--- config.mk ---
export PLATFORM = sky130hd
export DESIGN_NAME = mpt_timebase_duty
export DESIGN_NICKNAME = d
export VERILOG_FILES = /design/src/core/mpt_pkg.sv /design/src/core/mpt_prescaler.sv /design/src/core/mpt_compare.sv /design/src/core/mpt_timebase_duty.sv
export SDC_FILE = /design/constraint.sdc
export NUM_CORES = 1
export LEC_CHECK = 0
export BUFFER_PORTS_ARGS = -buffer_cell sky130_fd_sc_hd__buf_2
export CORE_MARGIN = 2
export CORE_UTILIZATION = 30
export CTS_BUF_LIST = sky130_fd_sc_hd__clkbuf_16
export CTS_CLUSTER_DIAMETER = 120
export CTS_CLUSTER_SIZE = 16
export DETAILED_ROUTE_END_ITERATION = 10
export MAX_ROUTING_LAYER = met4
export PLACE_DENSITY = 0.57
export SYNTH_ARGS = -nofsm -noshare
export SYNTH_HDL_FRONTEND = slang
export SYNTH_SLANG_ARGS = --single-unit
export TNS_END_PERCENT = 1
--- constraint.sdc ---
create_clock -name core_clk -period 3.5 [get_ports core_clk]
set_input_delay 0.35 -clock core_clk [delete_from_list [all_inputs] [get_ports core_clk]]
set_output_delay 0.35 -clock core_clk [all_outputs]
set_load 0.005 [all_outputs]
--- src/core/mpt_pkg.sv ---
// mpt_pkg: register map, field positions, reset values and carrier types
// shared by the pwm time base, its prescaler and the compare channels.
// assumes a 32-bit apb slave and one core clock at 125 MHz.
package mpt_pkg;

  // apb byte offsets, one aligned word each
  localparam logic [7:0] OFS_CTRL = 8'h00;   // timebase_control_reg
  localparam logic [7:0] OFS_CNT = 8'h04;    // timebase_counter and count_down_flag
  localparam logic [7:0] OFS_PER = 8'h08;    // period_value_reg buffer
  localparam logic [7:0] OFS_OCTL2 = 8'h0c;  // output_control_two_reg
  localparam logic [7:0] OFS_DUTY0 = 8'h10;  // duty_value_one, next three follow
  localparam logic [7:0] OFS_STAT = 8'h20;   // sticky event flag, write one to clear

  // control register fields
  localparam int CTL_EN_BIT = 15;    // timebase_enable_bit
  localparam int CTL_OPS_LSB = 4;    // match_postscale_select, 4 bits
  localparam int CTL_CKPS_LSB = 2;   // input_prescale_select, 2 bits
  localparam int CTL_MODE_LSB = 0;   // timebase_mode_field, 2 bits
  localparam int CNT_DIR_BIT = 15;   // count_down_flag, read only
  localparam int OCTL2_UPDATE_INHIBIT_BIT_BIT = 0; // update_inhibit_bit
  localparam int STAT_FLAG_BIT = 0;  // sticky event flag

  // reset values
  localparam logic [15:0] CTRL_RST = 16'h0000;
  localparam logic [14:0] CNT_RST = 15'h0000;
  localparam logic [14:0] PER_RST = 15'h0000;
  localparam logic [15:0] DUTY_RST = 16'h0000;

  // timing: core clocks per instruction cycle (oscillator / 4)
  localparam int INSTR_DIV = 4;
  localparam int PRE_CNT_W = 8;      // holds 4 * 64 - 1
  localparam int NUM_DUTY = 4;       // duty generators

  // counting modes, in field order 00..11
  typedef enum logic [1:0] {MPT_FREE, MPT_SINGLE, MPT_UPDN, MPT_DUAL} mpt_mode_e;

  // software control fields
  typedef struct packed {
    logic en;
    logic [3:0] ops;
    logic [1:0] ckps;
    mpt_mode_e mode;
  } mpt_ctrl_s;

  // time base view handed to every compare channel
  typedef struct packed {
    logic [14:0] cnt;
    logic half;
    logic [14:0] per;
    logic center;
  } mpt_view_s;

endpackage

--- src/core/mpt_prescaler.sv ---
// mpt_prescaler: instruction-clock divider plus 1/4/16/64 prescaler
// assumes the caller pulses clr on counter or control writes.
module mpt_prescaler
  import mpt_pkg::*;
#(
  parameter int CNT_W = PRE_CNT_W
) (
  // clock and reset
  input wire logic core_clk,
  input wire logic reset,
  input wire logic clkEn,
  // control
  input wire logic clr,
  input wire logic [1:0] sel,
  // results
  output logic tick,
  output logic half,
  output logic [CNT_W-1:0] cnt_q
);

  // the largest ratio must fit the counter
  if (CNT_W < PRE_CNT_W) begin : g_bad_w
    $error("prescaler counter too narrow");
  end

  logic [CNT_W-1:0] limit; // last count of one tick interval

  // core clocks per tick minus one
  always_comb begin
    limit = CNT_W'((INSTR_DIV << (2 * sel)) - 1);
  end

  // tick on the last count; half marks the second half-step
  assign tick = clkEn && (cnt_q == limit);
  assign half = (cnt_q > (limit >> 1));

  // prescaler count, cleared by writes and reset
  always_ff @(posedge core_clk) begin
    if (reset) begin
      cnt_q <= '0;
    end else if (clkEn) begin
      if (clr || cnt_q >= limit) begin
        cnt_q <= '0;
      end else begin
        cnt_q <= cnt_q + 1'b1;
      end
    end
  end

endmodule // mpt_prescaler

--- src/core/mpt_compare.sv ---
// mpt_compare: one duty channel, active duty copy and compare output
// assumes load comes from the time base: a strobe at update instants, held high while disabled (and, in edge modes, not inhibited).
module mpt_compare
  import mpt_pkg::*;
(
  // clock and reset
  input wire logic core_clk,
  input wire logic reset,
  input wire logic clkEn,
  // time base and buffer
  input wire mpt_view_s view,
  input wire logic load,
  input wire logic [15:0] dutyBuf,
  // results
  output logic [15:0] dutyAct_q,
  output logic out_q
);

  logic [15:0] fine; // count in half-steps
  logic outD;

  // active copy only moves on load, so a period never glitches
  always_ff @(posedge core_clk) begin
    if (reset) begin
      dutyAct_q <= DUTY_RST;
    end else if (clkEn && load) begin
      dutyAct_q <= dutyBuf;
    end
  end

  // compare on the half-step scale
  always_comb begin
    if (view.center) begin
      // level compare equals set going down, clear going up
      fine = {view.cnt, 1'b0};
      outD = (dutyAct_q != '0) && ((fine < dutyAct_q) || (dutyAct_q[15:1] >= view.per));
    end else begin
      // lsb adds the prescaler half-step within each count
      fine = {view.cnt, view.half};
      outD = (fine < dutyAct_q);
    end
  end

  // registered output
  always_ff @(posedge core_clk) begin
    if (reset) begin
      out_q <= 1'b0;
    end else if (clkEn) begin
      out_q <= outD;
    end
  end

  // zero duty never drives the output
  zero_duty_a: assert property (@(posedge core_clk) disable iff (reset)
    clkEn && dutyAct_q == '0 |=> !out_q) else $error("output active with zero duty");

endmodule // mpt_compare

--- src/core/mpt_timebase_duty.sv ---
// mpt_timebase_duty: pwm time base, period and duty double buffers, apb registers
// assumes an apb master on core_clk, synchronous active-high reset,
// and gate drivers that take the compare outputs directly.
//
// Design decisions made here: register access over APB and the register offsets.

// Functional notes
// - up/down: count up to period, then down
// - direction flag reads one while counting down
// - mode 10: event at zero turn, postscaled
// - mode 11: events at zero and match
// - tick is osc/4 divided 1/4/16/64
// - prescaler clears on counter/control write, reset
// - 4-bit postscaler, clears on same writes
// - period buffer loads at reset or zero
// - period copied continuously while disabled
// - edge: active at zero, off at duty
// - edge: zero duty off, large duty on
// - center: on matching down, off matching up
// - center: zero off, duty equal period on
// - four 16-bit duties, lsb half-step
// - duty buffer plus active compare copy
// - edge duty load at match, disabled-not-inhibited
// - mode 10 duty load at zero, disabled
// - mode 11 duty load zero, match, disabled
// - up/down period twice edge period (code gives 2 * period ticks, against period + 1 in edge modes)
// - 00 free running, 01 single shot
// - period zero stops counter and events
// - disabling halts without clearing counter
module mpt_timebase_duty
  import mpt_pkg::*;
#(
  parameter int NUM_CH = NUM_DUTY
) (
  // clock, reset and freeze
  input wire logic core_clk,
  input wire logic reset,
  input wire logic clkEn,
  // apb slave
  input wire logic psel,
  input wire logic penable,
  input wire logic pwrite,
  input wire logic [7:0] paddr,
  input wire logic [31:0] pwdata,
  output logic [31:0] prdata,
  output logic pready,
  output logic pslverr,
  // compare outputs and event
  output logic [NUM_CH-1:0] compareOut,
  output logic tbEvent
);

  // refuse channel counts the map cannot hold
  if (NUM_CH < 1 || NUM_CH > NUM_DUTY) begin : g_bad_ch
    $error("NUM_CH must be 1 to 4");
  end

  // ---------------- register state ----------------
  mpt_ctrl_s ctrl_q;               // control fields
  logic [14:0] cnt_q;              // timebase_counter
  logic [14:0] cnt_d;
  logic dir_q;                     // count_down_flag
  logic dir_d;
  logic [14:0] perBuf_q;           // software period buffer
  logic [14:0] perAct_q;           // active period
  logic update_inhibit_bit_q;                    // update_inhibit_bit
  logic [15:0] dutyBuf_q [NUM_CH]; // software duty buffers
  logic [3:0] post_q;              // postscaler count
  logic flag_q;                    // sticky event flag
  logic [31:0] prdata_q;           // registered read data
  logic tbEvent_q;                 // postscaled event pulse

  // ---------------- apb decode ----------------
  logic apbWr;       // write takes effect this edge
  logic apbSetup;    // setup phase, read data captured
  logic wrCtrl;
  logic wrCnt;
  logic wrPer;
  logic wrOctl2;
  logic wrStat;
  logic [7:0] dutyOff;
  logic dutyHit;
  logic [1:0] dutyIdx;
  logic mapped;
  logic [31:0] rdMux;

  // pready follows the freeze so no write is lost while frozen
  assign pready = clkEn;
  assign apbWr = psel && penable && pwrite && clkEn;
  assign apbSetup = psel && !penable && clkEn;

  // duty window sits between the octl2 and status registers
  assign dutyOff = paddr - OFS_DUTY0;
  assign dutyHit = (paddr >= OFS_DUTY0) && (dutyOff < 8'(4 * NUM_CH)) && (dutyOff[1:0] == 2'b00);
  assign dutyIdx = dutyOff[3:2];

  // fixed register strobes
  assign wrCtrl = apbWr && (paddr == OFS_CTRL);
  assign wrCnt = apbWr && (paddr == OFS_CNT);
  assign wrPer = apbWr && (paddr == OFS_PER);
  assign wrOctl2 = apbWr && (paddr == OFS_OCTL2);
  assign wrStat = apbWr && (paddr == OFS_STAT);

  // anything else answers with an error and reads zero
  assign mapped = (paddr == OFS_CTRL) || (paddr == OFS_CNT) || (paddr == OFS_PER)
                  || (paddr == OFS_OCTL2) || (paddr == OFS_STAT) || dutyHit;
  assign pslverr = psel && penable && !mapped;

  // read mux, narrow registers sit in the low bits
  always_comb begin
    rdMux = '0;
    if (paddr == OFS_CTRL) begin
      rdMux[CTL_EN_BIT] = ctrl_q.en;
      rdMux[CTL_OPS_LSB +: 4] = ctrl_q.ops;
      rdMux[CTL_CKPS_LSB +: 2] = ctrl_q.ckps;
      rdMux[CTL_MODE_LSB +: 2] = ctrl_q.mode;
    end else if (paddr == OFS_CNT) begin
      rdMux[14:0] = cnt_q;
      rdMux[CNT_DIR_BIT] = dir_q;
    end else if (paddr == OFS_PER) begin
      rdMux[14:0] = perBuf_q;
    end else if (paddr == OFS_OCTL2) begin
      rdMux[OCTL2_UPDATE_INHIBIT_BIT_BIT] = update_inhibit_bit_q;
    end else if (paddr == OFS_STAT) begin
      rdMux[STAT_FLAG_BIT] = flag_q;
    end else if (dutyHit) begin
      rdMux[15:0] = dutyBuf_q[dutyIdx];
    end
  end

  // read data is caught in setup so it stands through access
  always_ff @(posedge core_clk) begin
    if (reset) begin
      prdata_q <= '0;
    end else if (apbSetup) begin
      prdata_q <= rdMux;
    end
  end
  assign prdata = prdata_q;

  // ---------------- prescaler ----------------
  logic tick;   // one core cycle per prescaled clock
  logic half;   // second half of the tick interval
  logic [PRE_CNT_W-1:0] preCnt;

  mpt_prescaler #(.CNT_W(PRE_CNT_W)) u_pre (
    .core_clk(core_clk),
    .reset(reset),
    .clkEn(clkEn),
    .clr(wrCtrl || wrCnt),
    .sel(ctrl_q.ckps),
    .tick(tick),
    .half(half),
    .cnt_q(preCnt)
  );

  // ---------------- counter step ----------------
  logic center;    // up/down modes
  logic run;       // counter may step this cycle
  logic zeroEvt;   // turn at zero in up/down
  logic matchEvt;  // period match
  logic rawEvt;    // mode-selected event
  logic usesPost;  // postscaler applies
  logic fire;      // event after postscaler
  logic perLoad;   // active period takes buffer
  logic dutyLoad;  // active duties take buffers

  assign center = (ctrl_q.mode == MPT_UPDN) || (ctrl_q.mode == MPT_DUAL);
  // a zero period freezes the counter and silences events
  assign run = ctrl_q.en && tick && (perAct_q != '0);

  // next count and direction
  always_comb begin
    cnt_d = cnt_q;
    dir_d = dir_q;
    zeroEvt = 1'b0;
    matchEvt = 1'b0;
    if (run) begin
      if (center) begin
        // up then down gives a period of twice the period value; edge modes take period plus one
        if (!dir_q) begin
          if (cnt_q >= perAct_q) begin
            dir_d = 1'b1;
            cnt_d = cnt_q - 1'b1;
            matchEvt = 1'b1;
          end else begin
            cnt_d = cnt_q + 1'b1;
          end
        end else begin
          if (cnt_q == '0) begin
            dir_d = 1'b0;
            cnt_d = cnt_q + 1'b1;
            zeroEvt = 1'b1;
          end else begin
            cnt_d = cnt_q - 1'b1;
          end
        end
      end else begin
        // free running and single shot count up only
        dir_d = 1'b0;
        if (cnt_q >= perAct_q) begin
          cnt_d = '0;
          matchEvt = 1'b1;
        end else begin
          cnt_d = cnt_q + 1'b1;
        end
      end
    end
  end

  // counter and direction; a software write beats counting
  always_ff @(posedge core_clk) begin
    if (reset) begin
      cnt_q <= CNT_RST;
      dir_q <= 1'b0;
    end else if (clkEn) begin
      if (wrCnt) begin
        cnt_q <= pwdata[14:0];
      end else begin
        cnt_q <= cnt_d;
        dir_q <= dir_d;
      end
    end
  end

  // ---------------- events ----------------
  // event source per mode
  always_comb begin
    case (ctrl_q.mode)
      MPT_FREE: rawEvt = matchEvt;
      MPT_SINGLE: rawEvt = matchEvt;
      MPT_UPDN: rawEvt = zeroEvt;
      MPT_DUAL: rawEvt = zeroEvt || matchEvt;
      default: rawEvt = 1'b0;
    endcase
  end

  // single shot and double update ignore the postscaler
  assign usesPost = (ctrl_q.mode == MPT_FREE) || (ctrl_q.mode == MPT_UPDN);
  assign fire = rawEvt && (!usesPost || (post_q == ctrl_q.ops));

  // postscaler count
  always_ff @(posedge core_clk) begin
    if (reset) begin
      post_q <= '0;
    end else if (clkEn) begin
      if (wrCtrl || wrCnt) begin
        post_q <= '0;
      end else if (rawEvt && usesPost) begin
        post_q <= (post_q == ctrl_q.ops) ? 4'h0 : post_q + 1'b1;
      end
    end
  end

  // event pulse out, one cycle per postscaled event
  always_ff @(posedge core_clk) begin
    if (reset) begin
      tbEvent_q <= 1'b0;
    end else if (clkEn) begin
      tbEvent_q <= fire;
    end
  end
  assign tbEvent = tbEvent_q;

  // sticky flag: a new event wins over a same-cycle clear
  always_ff @(posedge core_clk) begin
    if (reset) begin
      flag_q <= 1'b0;
    end else if (clkEn) begin
      if (fire) begin
        flag_q <= 1'b1;
      end else if (wrStat && pwdata[STAT_FLAG_BIT]) begin
        flag_q <= 1'b0;
      end
    end
  end

  // ---------------- control ----------------
  // single shot clears enable after its match unless software writes
  always_ff @(posedge core_clk) begin
    if (reset) begin
      ctrl_q <= mpt_ctrl_s'(CTRL_RST);
      update_inhibit_bit_q <= 1'b0;
    end else if (clkEn) begin
      if (wrCtrl) begin
        ctrl_q.en <= pwdata[CTL_EN_BIT];
        ctrl_q.ops <= pwdata[CTL_OPS_LSB +: 4];
        ctrl_q.ckps <= pwdata[CTL_CKPS_LSB +: 2];
        ctrl_q.mode <= mpt_mode_e'(pwdata[CTL_MODE_LSB +: 2]);
      end else if (ctrl_q.mode == MPT_SINGLE && matchEvt) begin
        ctrl_q.en <= 1'b0;
      end
      if (wrOctl2) begin
        update_inhibit_bit_q <= pwdata[OCTL2_UPDATE_INHIBIT_BIT_BIT];
      end
    end
  end

  // ---------------- period double buffer ----------------
  // load at reset-after-match, at zero in up/down, always when disabled
  assign perLoad = !ctrl_q.en || (center ? zeroEvt : matchEvt);

  always_ff @(posedge core_clk) begin
    if (reset) begin
      perBuf_q <= PER_RST;
      perAct_q <= PER_RST;
    end else if (clkEn) begin
      if (wrPer) begin
        perBuf_q <= pwdata[14:0];
      end
      if (perLoad) begin
        perAct_q <= perBuf_q;
      end
    end
  end

  // ---------------- duty buffers ----------------
  // update instants per mode; inhibit only holds edge-mode copies
  always_comb begin
    case (ctrl_q.mode)
      MPT_FREE: dutyLoad = matchEvt || (!ctrl_q.en && !update_inhibit_bit_q);
      MPT_SINGLE: dutyLoad = matchEvt || (!ctrl_q.en && !update_inhibit_bit_q);
      MPT_UPDN: dutyLoad = zeroEvt || !ctrl_q.en;
      MPT_DUAL: dutyLoad = zeroEvt || matchEvt || !ctrl_q.en;
      default: dutyLoad = 1'b0;
    endcase
  end

  // software side of each duty register
  always_ff @(posedge core_clk) begin
    if (reset) begin
      for (int i = 0; i < NUM_CH; i++) begin
        dutyBuf_q[i] <= DUTY_RST;
      end
    end else if (clkEn && apbWr && dutyHit) begin
      dutyBuf_q[dutyIdx] <= pwdata[15:0];
    end
  end

  // ---------------- compare channels ----------------
  mpt_view_s view; // shared time base view
  assign view = '{cnt: cnt_q, half: half, per: perAct_q, center: center};

  for (genvar g = 0; g < NUM_CH; g++) begin : g_ch
    mpt_compare u_cmp (
      .core_clk(core_clk),
      .reset(reset),
      .clkEn(clkEn),
      .view(view),
      .load(dutyLoad),
      .dutyBuf(dutyBuf_q[g]),
      .dutyAct_q(),
      .out_q(compareOut[g])
    );
  end

  // ---------------- assertions ----------------
  updn_turn_a: assert property (@(posedge core_clk) disable iff (reset)
    run && center && !dir_q && cnt_q == perAct_q && !wrCnt
    |=> dir_q && cnt_q == $past(perAct_q) - 15'h0001) else $error("no turn at period match");

  dir_read_a: assert property (@(posedge core_clk) disable iff (reset)
    apbSetup && !pwrite && paddr == OFS_CNT ##1 psel && penable
    |-> prdata[CNT_DIR_BIT] == $past(dir_q)) else $error("direction flag misread");

  updn_evt_a: assert property (@(posedge core_clk) disable iff (reset)
    run && ctrl_q.mode == MPT_UPDN && dir_q && cnt_q == '0 |-> rawEvt) else $error("zero event missed");

  dual_evt_a: assert property (@(posedge core_clk) disable iff (reset)
    ctrl_q.mode == MPT_DUAL && (zeroEvt || matchEvt) |-> fire ##1 tbEvent) else $error("double update event lost");

  pre_clear_a: assert property (@(posedge core_clk) disable iff (reset)
    wrCtrl || wrCnt |=> preCnt == '0) else $error("prescaler not cleared");

  post_clear_a: assert property (@(posedge core_clk) disable iff (reset)
    wrCtrl || wrCnt |=> post_q == 4'h0) else $error("postscaler not cleared");

  per_copy_a: assert property (@(posedge core_clk) disable iff (reset)
    clkEn && !ctrl_q.en |=> perAct_q == $past(perBuf_q)) else $error("period not copied while disabled");

  per_zero_a: assert property (@(posedge core_clk) disable iff (reset)
    perAct_q == '0 && !wrCnt |=> $stable(cnt_q) && !tbEvent) else $error("zero period not stopped");

  cnt_hold_a: assert property (@(posedge core_clk) disable iff (reset)
    !run && !wrCnt |=> $stable(cnt_q)) else $error("counter moved without a tick");

  single_stop_a: assert property (@(posedge core_clk) disable iff (reset)
    ctrl_q.mode == MPT_SINGLE && matchEvt && !wrCtrl |=> !ctrl_q.en ##1 !ctrl_q.en) else $error("single shot kept running");

  flag_set_a: assert property (@(posedge core_clk) disable iff (reset)
    fire |=> flag_q) else $error("event flag not set");

  // main scenarios
  updn_turn_c: cover property (@(posedge core_clk) disable iff (reset) zeroEvt ##[1:1000] matchEvt);
  single_c: cover property (@(posedge core_clk) disable iff (reset) ctrl_q.mode == MPT_SINGLE && matchEvt);
  flag_race_c: cover property (@(posedge core_clk) disable iff (reset) fire && wrStat);
  post_c: cover property (@(posedge core_clk) disable iff (reset) usesPost && rawEvt && ctrl_q.ops != 4'h0);

endmodule // mpt_timebase_duty

Word level (Yosys, flattened, before mapping)
Memories as Yosys holds them, arrays and structs flattened. A register that Yosys moved wholly into a read port is not among the register bits.
Cells that the tools add are included.
- flip-flop bits (word level): 90
- memory bits (writable): 64
- output and inout port bits: 39
- logic and storage cells: 181
- memories kept: 1
- add/subtract/negate cells: 6
- magnitude comparators: 17
- eq/ne operators: 9
- shifts and indexed selects: 1
- multiplexer cells: 52
- bitwise gates (word level): 1
- reductions and logical operators: 76
- memories (name ; depth ; width ; rd ports ; clocked after memory_dff ; write ports ; RTL line ; source):
    dutyBuf_q ; 4 ; 16 ; 5 ; 4 ; 4 ; mpt_timebase_duty.sv:67 ; logic [15:0] dutyBuf_q [NUM_CH];
- operators with widths (cell ; number):
    15-bit 2-to-1 mux ; 10
    16-bit less-than comparator ; 8
    15-bit >= comparator ; 5
    16-bit nonzero test ; 4
    16-bit 2-to-1 mux ; 3
    1-bit 2-to-1 mux ; 30
    1-bit logical AND ; 28
    1-bit logical OR ; 19
    8-bit by 4-bit == test with 1-bit output, second input constant ; 2
    8-bit 2-to-1 mux ; 2
    2-bit AND reduction ; 8
    16-bit OR reduction ; 1
    15-bit by 1-bit adder with 15-bit output, second input constant ; 1
    15-bit logical NOT ; 1
    15-bit nonzero test ; 1
    15-bit by 1-bit subtractor with 15-bit output, second input constant ; 1
    4-bit 2-to-1 mux ; 3
    8-bit by 1-bit adder with 8-bit output, second input constant ; 1
    8-bit by 3-bit == test with 1-bit output, second input constant ; 1
    8-bit by 6-bit == test with 1-bit output, second input constant ; 1
    8-bit == test ; 1
    8-bit by 5-bit >= comparator with 1-bit output, second input constant ; 1
    8-bit >= comparator ; 1
    8-bit by 7-bit > comparator with 1-bit output ; 1
    18 further kinds ; 28

Longest topological paths before layout
- word-level depth: 12
- depth in mapped cells: 11
- mapped depth without buffers: 9

Cells and area by module
A second synthesis with hierarchy kept.
- cell total of the unflattened synthesis: 1661
- area total of the unflattened synthesis: 13905.8 um^2
- modules (own cells, without submodules) (module ; times used ; cells an instance ; area each (um^2)):
    mpt_timebase_duty ; 1 ; 836 ; 7712.4
    mpt_compare ; 4 ; 186 ; 1372.6
    mpt_prescaler ; 1 ; 81 ; 703.2

Least setup slack after synthesis
No wires, ideal clock.
- path type: input to register
- start: input paddr[7]
- end: memory dutyBuf_q[3][0] (enable)
- arrival time: 2445 ps
- required time: 3089 ps
- setup slack: 643 ps
- cell stages on the path: 5
- path through: or4_1 > clkbuf_1 > nor2_1 > nand2_1 > o21ai_0
- RTL lines (element ; RTL line ; source):
    from (decl) ; mpt_timebase_duty.sv:43 ; input wire logic [7:0] paddr,
    to (decl) ; mpt_timebase_duty.sv:67 ;

Worst setup path after layout
- start: register cnt_q[0]
- end: register cnt_q[1]
- word-level cells in the longest chain between the ends: 6
- elaborated cells on any way between the ends: 11
- those cells by class: add/sub: 2; order compare: 1; mux: 7; reduce/logical: 1
- ends and longest elaborated chain (element ; RTL line ; source):
    from (decl) ; mpt_timebase_duty.sv:60 ; logic [14:0] cnt_q;
    from (signal assigned) ; mpt_timebase_duty.sv:218 ; cnt_q <= pwdata[14:0];
    from (signal assigned) ; mpt_timebase_duty.sv:220 ; cnt_q <= cnt_d;
    15-bit by 1-bit adder with 15-bit output, or another cell as far along ; mpt_timebase_duty.sv:187, mpt_timebase_duty.sv:192, mpt_timebase_duty.sv:205 ;
    15-bit 2-to-1 mux, on equally long branches ; mpt_timebase_duty.sv:182, mpt_timebase_duty.sv:190 ;
    15-bit 2-to-1 mux ; mpt_timebase_duty.sv:181 ; if (!dir_q) begin
    15-bit 2-to-1 mux (*) ; mpt_timebase_duty.sv:179 ; if (center) begin
    15-bit 2-to-1 mux (*) ; mpt_timebase_duty.sv:178 ; if (run) begin
    15-bit 2-to-1 mux (*) ; mpt_timebase_duty.sv:217 ; if (wrCnt) begin
Every way passes the cells marked *; elsewhere a longest branch is shown, timed or not. The select of a mux whose other input is x is not followed.
A chain may end at the register's enable or synchronous reset.

==> qor.csv <==
stage,metric,value,unit
run_status,outcome,completed,
synth,Syn Inst Count,1611,
timing,Slew headroom,0.496,
floorplanning,num ports,85,
clocking,Skew-Pair Late Insertion Delay,0.51,ns
critical_path,Setup crit end kind,register,
placement,Post-DP HPWL,37900,um
critical_path,slowest library cell on the worst path,or4b_4,
timing,RSZ-0062 raised after global routing,false,
critical_path,crit path kind,register to register,
clocking,H-Tree Depth,1,
detailed_routing,DR DRC count,0,
clocking,CTS tree,yes,
timing,Tmin final,3.08,ns
global_routing,initial antenna violation count,1,
clocking,clock buffer depth,3,
clocking,Post-CTS Hold Buffers,0,
floorplanning,Die Y,221,um
clocking,"Reg clk slew, reported paths",0.08,ns
timing,FMAX,0.324,GHz
synth,synth warn,0,
synth,ys flop type,dfxtp_1,
timing,Fin Clk Skew,0.0230,ns
critical_path,Worst EP arrival,3.50,ns
clocking,# Post-CTS Setup Buffers,0,
critical_path,delay of the slowest critical-path stage,0.52,ns
floorplanning,Core Rows,79,
timing,"Slew Viols, Final",0,
detailed_routing,remaining antenna violation count,0,
layout,fin area,15700,um2
synth,count of cell types in the netlist,80,
timing,setup TNS,0,ns
layout,diode count,0,
critical_path,"Max FO, Critical Path",6,
placement,RePlAce Congestion,0.943,
synth,Post-synth EDFFs,64,
synth,Synth async-reset ratio,0,
global_routing,largest net degree at the start of global routing,131,
detailed_routing,wire per inst,22.2,um
critical_path,"delay-heaviest family, CP",simple AND/OR/NAND/NOR gates,
detailed_routing,DR iter-0 viols,1139,
placement,Port Buffers,52,
floorplanning,Initial Util,0.304,
job,Max-Cap Viols,0,
synth,Mapped Avg Cell Area,8.75,um2
placement,Post-Place Cell Area,15200,um2
global_routing,gr usage total,0.207,
synth,sequential area share after synthesis,0.355,
floorplanning,Die X,221,um
timing,worst hold slack,0.167,ns
detailed_routing,Post-Route WL,50600,um
power_and_ir_drop,Pwr Total,5.32,mW
clocking,Clk Tree Root Cell,clkbuf_16,
power_and_ir_drop,peak supply drop,0.340,mV
global_routing,grt ovf,0,
layout,post-layout util,0.337,
clocking,CTS Buf Count,17,
floorplanning,Core Area,46500,um2
timing,actual slew at the worst max-slew pin,0.751,ns
hold_path,hold crit path type,input port to register,
critical_path,"Cell Chain, Critical Path","inv_1, ha_1, or4b_4, nor2_1, nand4_1, o2111ai_1, buf_4, and3_1, o211ai_1, a311oi_1",
global_routing,vias in the first global route,12003,
critical_path,CP Data Required Time,3.91,ns
detailed_routing,DR pass1 iterations,5,
timing,Final Hold Viols,0,
clocking,CTS sink count,218,
critical_path,worst path bufs/invs,2,
layout,area grow syn2layout,11.0,%
global_routing,first-pass GRT wire length,75500,um
power_and_ir_drop,Pwr per Cell Area,339,nW/um2
timing,final setup fails,0,
synth,Seq cells post-synth,218,
detailed_routing,vias per cell,5.53,
synth,Post-Syn Area,14100,um2
layout,Final nets,1858,
clocking,CTS resizes,0,
detailed_routing,vias,12619,
layout,share of cells above drive strength 1,0.113,
floorplanning,die area,48800,um2
critical_path,Worst setup SP type,register,
power_and_ir_drop,Leak Pwr,6.44,nW
timing,fin crit share,0.881,
==> cells in the mapped netlist (all sizes together), types with 4 or more instances <==
| cell | instances | share of area |
|---|---|---|
| a21o | 23 | 0.012 |
| a21oi | 101 | 0.036 |
| inv | 101 | 0.027 |
| or4 | 4 | 0.0021 |
| a311oi | 16 | 0.0099 |
| a211o | 4 | 0.0025 |
| a22oi | 26 | 0.014 |
| o21a | 5 | 0.0027 |
| or2 | 5 | 0.0022 |
| nand2b | 10 | 0.0044 |
| nand3 | 57 | 0.020 |
| dfxtp | 154 | 0.22 |
| nand2 | 251 | 0.067 |
| clkbuf | 63 | 0.017 |
| o2111ai | 5 | 0.0031 |
| o211ai | 9 | 0.0048 |
| o31ai | 5 | 0.0027 |
| and3 | 33 | 0.015 |
| nand4 | 30 | 0.013 |
| mux4 | 16 | 0.026 |
| a211oi | 17 | 0.0094 |
| o21bai | 7 | 0.0037 |
| buf | 46 | 0.027 |
| o31a | 4 | 0.0025 |
| a31oi | 18 | 0.0090 |
| ha | 146 | 0.13 |
| xnor2 | 8 | 0.0050 |
| a2111oi | 5 | 0.0031 |
| or3 | 7 | 0.0031 |
| nor2 | 89 | 0.025 |
| nor3 | 28 | 0.010 |
| nor2b | 15 | 0.0067 |
| nor4 | 21 | 0.011 |
| edfxtp | 64 | 0.14 |
| xor2 | 16 | 0.0099 |
| and2 | 18 | 0.0080 |
| mux2i | 65 | 0.046 |
| o21ai | 77 | 0.028 |
==> layer usage <==
layer / GRT usage / routed length (um) / vias up
li1: - / - / 5898
met1: 0.278 / 22300 / 6110
met2: 0.323 / 22800 / 523
met3: 0.0208 / 3680 / 88
met4: 0.0714 / 1760 / 0
met5: - / 0 / -
==> path summary, 6_finish.rpt <==
| path | cells past startpoint | to | slack (ns) | from |
|---|---|---|---|---|
| setup / recovery | 10 | cnt_q[1]$_SDFFE_PP0P_ | 0.42 | cnt_q[0]$_SDFFE_PP0P_ |
| setup reg to reg | 10 | cnt_q[1]$_SDFFE_PP0P_ | 0.42 | cnt_q[0]$_SDFFE_PP0P_ |
| hold reg to reg | 2 | flag_q$_SDFFE_PP0P_ | 0.46 | flag_q$_SDFFE_PP0P_ |
| hold / removal | 3 | ctrl_q[8]$_SDFFE_PP0P_ | 0.17 | pwdata[15] |
==> registers in the layout (all words and copies together), names as in the netlist <==
name and cells:
flag_q 1, prdata 16, tbEvent 1, update_inhibit_bit_q 1
u_pre.cnt_q 8, perAct_q 15, post_q 4, cnt_q 15
ctrl_q 9, dir_q 1, g_ch.u_cmp.dutyAct_q 64, g_ch.u_cmp.out_q 4
perBuf_q 15, dutyBuf_q 64
==> layout make-up <==
type,count,area [um2]
Clock buffer,17,425
Fill cell,4899,30800
Inverter,102,385
Multi-Input combinational cell,1197,8170
Sequential cell,218,5000
Tap cell,607,759
Timing Repair Buffer,130,871
Clock inverter,9,43.8
==> cell families (layout without fill, tap and decap cells) <==
family | count (synthesis) | after routing | share of synthesized area
AND/OR/NAND/NOR | 578 | 578 | 0.195
AO/OA/AOI/OAI | 349 | 349 | 0.161
flip-flops | 218 | 218 | 0.355
buffers and inverters | 211 | 258 | 0.0704
adder cells (fa/ha/maj) | 146 | 146 | 0.130
multiplexers | 84 | 84 | 0.0741
XOR/XNOR | 24 | 24 | 0.0149
other | 1 | 16 | 0.000266
==> stage by stage <==
step | std cells | worst slack (ns)
after floorplan | 1626 | 0.643
after global placement | 2254 | 0.502
after detailed placement | 2254 | 0.485
after CTS | 2280 | 0.472
after global routing | 2280 | 0.238
final | 2280 | 0.417
==> cell usage in the layout, fill, tap and decap left out, types with 7 or more instances in the layout <==
cell type | Yosys | final
nand2_1 | 251 | 251
dfxtp_1 | 154 | 154
ha_1 | 146 | 146
inv_1 | 100 | 107
a21oi_1 | 100 | 100
nor2_1 | 88 | 87
buf_4 | 22 | 76
o21ai_0 | 70 | 69
mux2i_1 | 65 | 65
edfxtp_1 | 64 | 64
nand3_1 | 57 | 57
buf_2 | 11 | 52
and3_1 | 33 | 33
nand4_1 | 30 | 30
nor3_1 | 27 | 27
a22oi_1 | 26 | 26
a21o_1 | 23 | 23
nor4_1 | 19 | 19
and2_1 | 17 | 17
a31oi_1 | 17 | 17
clkbuf_16 | 0 | 17
xor2_1 | 16 | 16
mux4_2 | 16 | 16
a311oi_1 | 16 | 16
a211oi_1 | 16 | 16
conb_1 | 1 | 16
nor2b_1 | 15 | 15
nand2b_1 | 10 | 10
o211ai_1 | 9 | 9
xnor2_1 | 8 | 8
o21ai_1 | 6 | 7
or3_1 | 7 | 7
o21bai_1 | 7 | 7
==> report_power, final <==
| group | total [mW] | internal, mW | switching [mW] |
|---|---|---|---|
| Combinational | 0.684 | 0.269 | 0.415 |
| Sequential | 2.80 | 2.69 | 0.107 |
| Clock | 1.83 | 0.885 | 0.946 |
==> worst min-delay path, cell delays in order <==
cell	delay, ns
buf_2	0.15
nand3_1	0.08
a21oi_1	0.05
(Power assumes the default switching activity.)
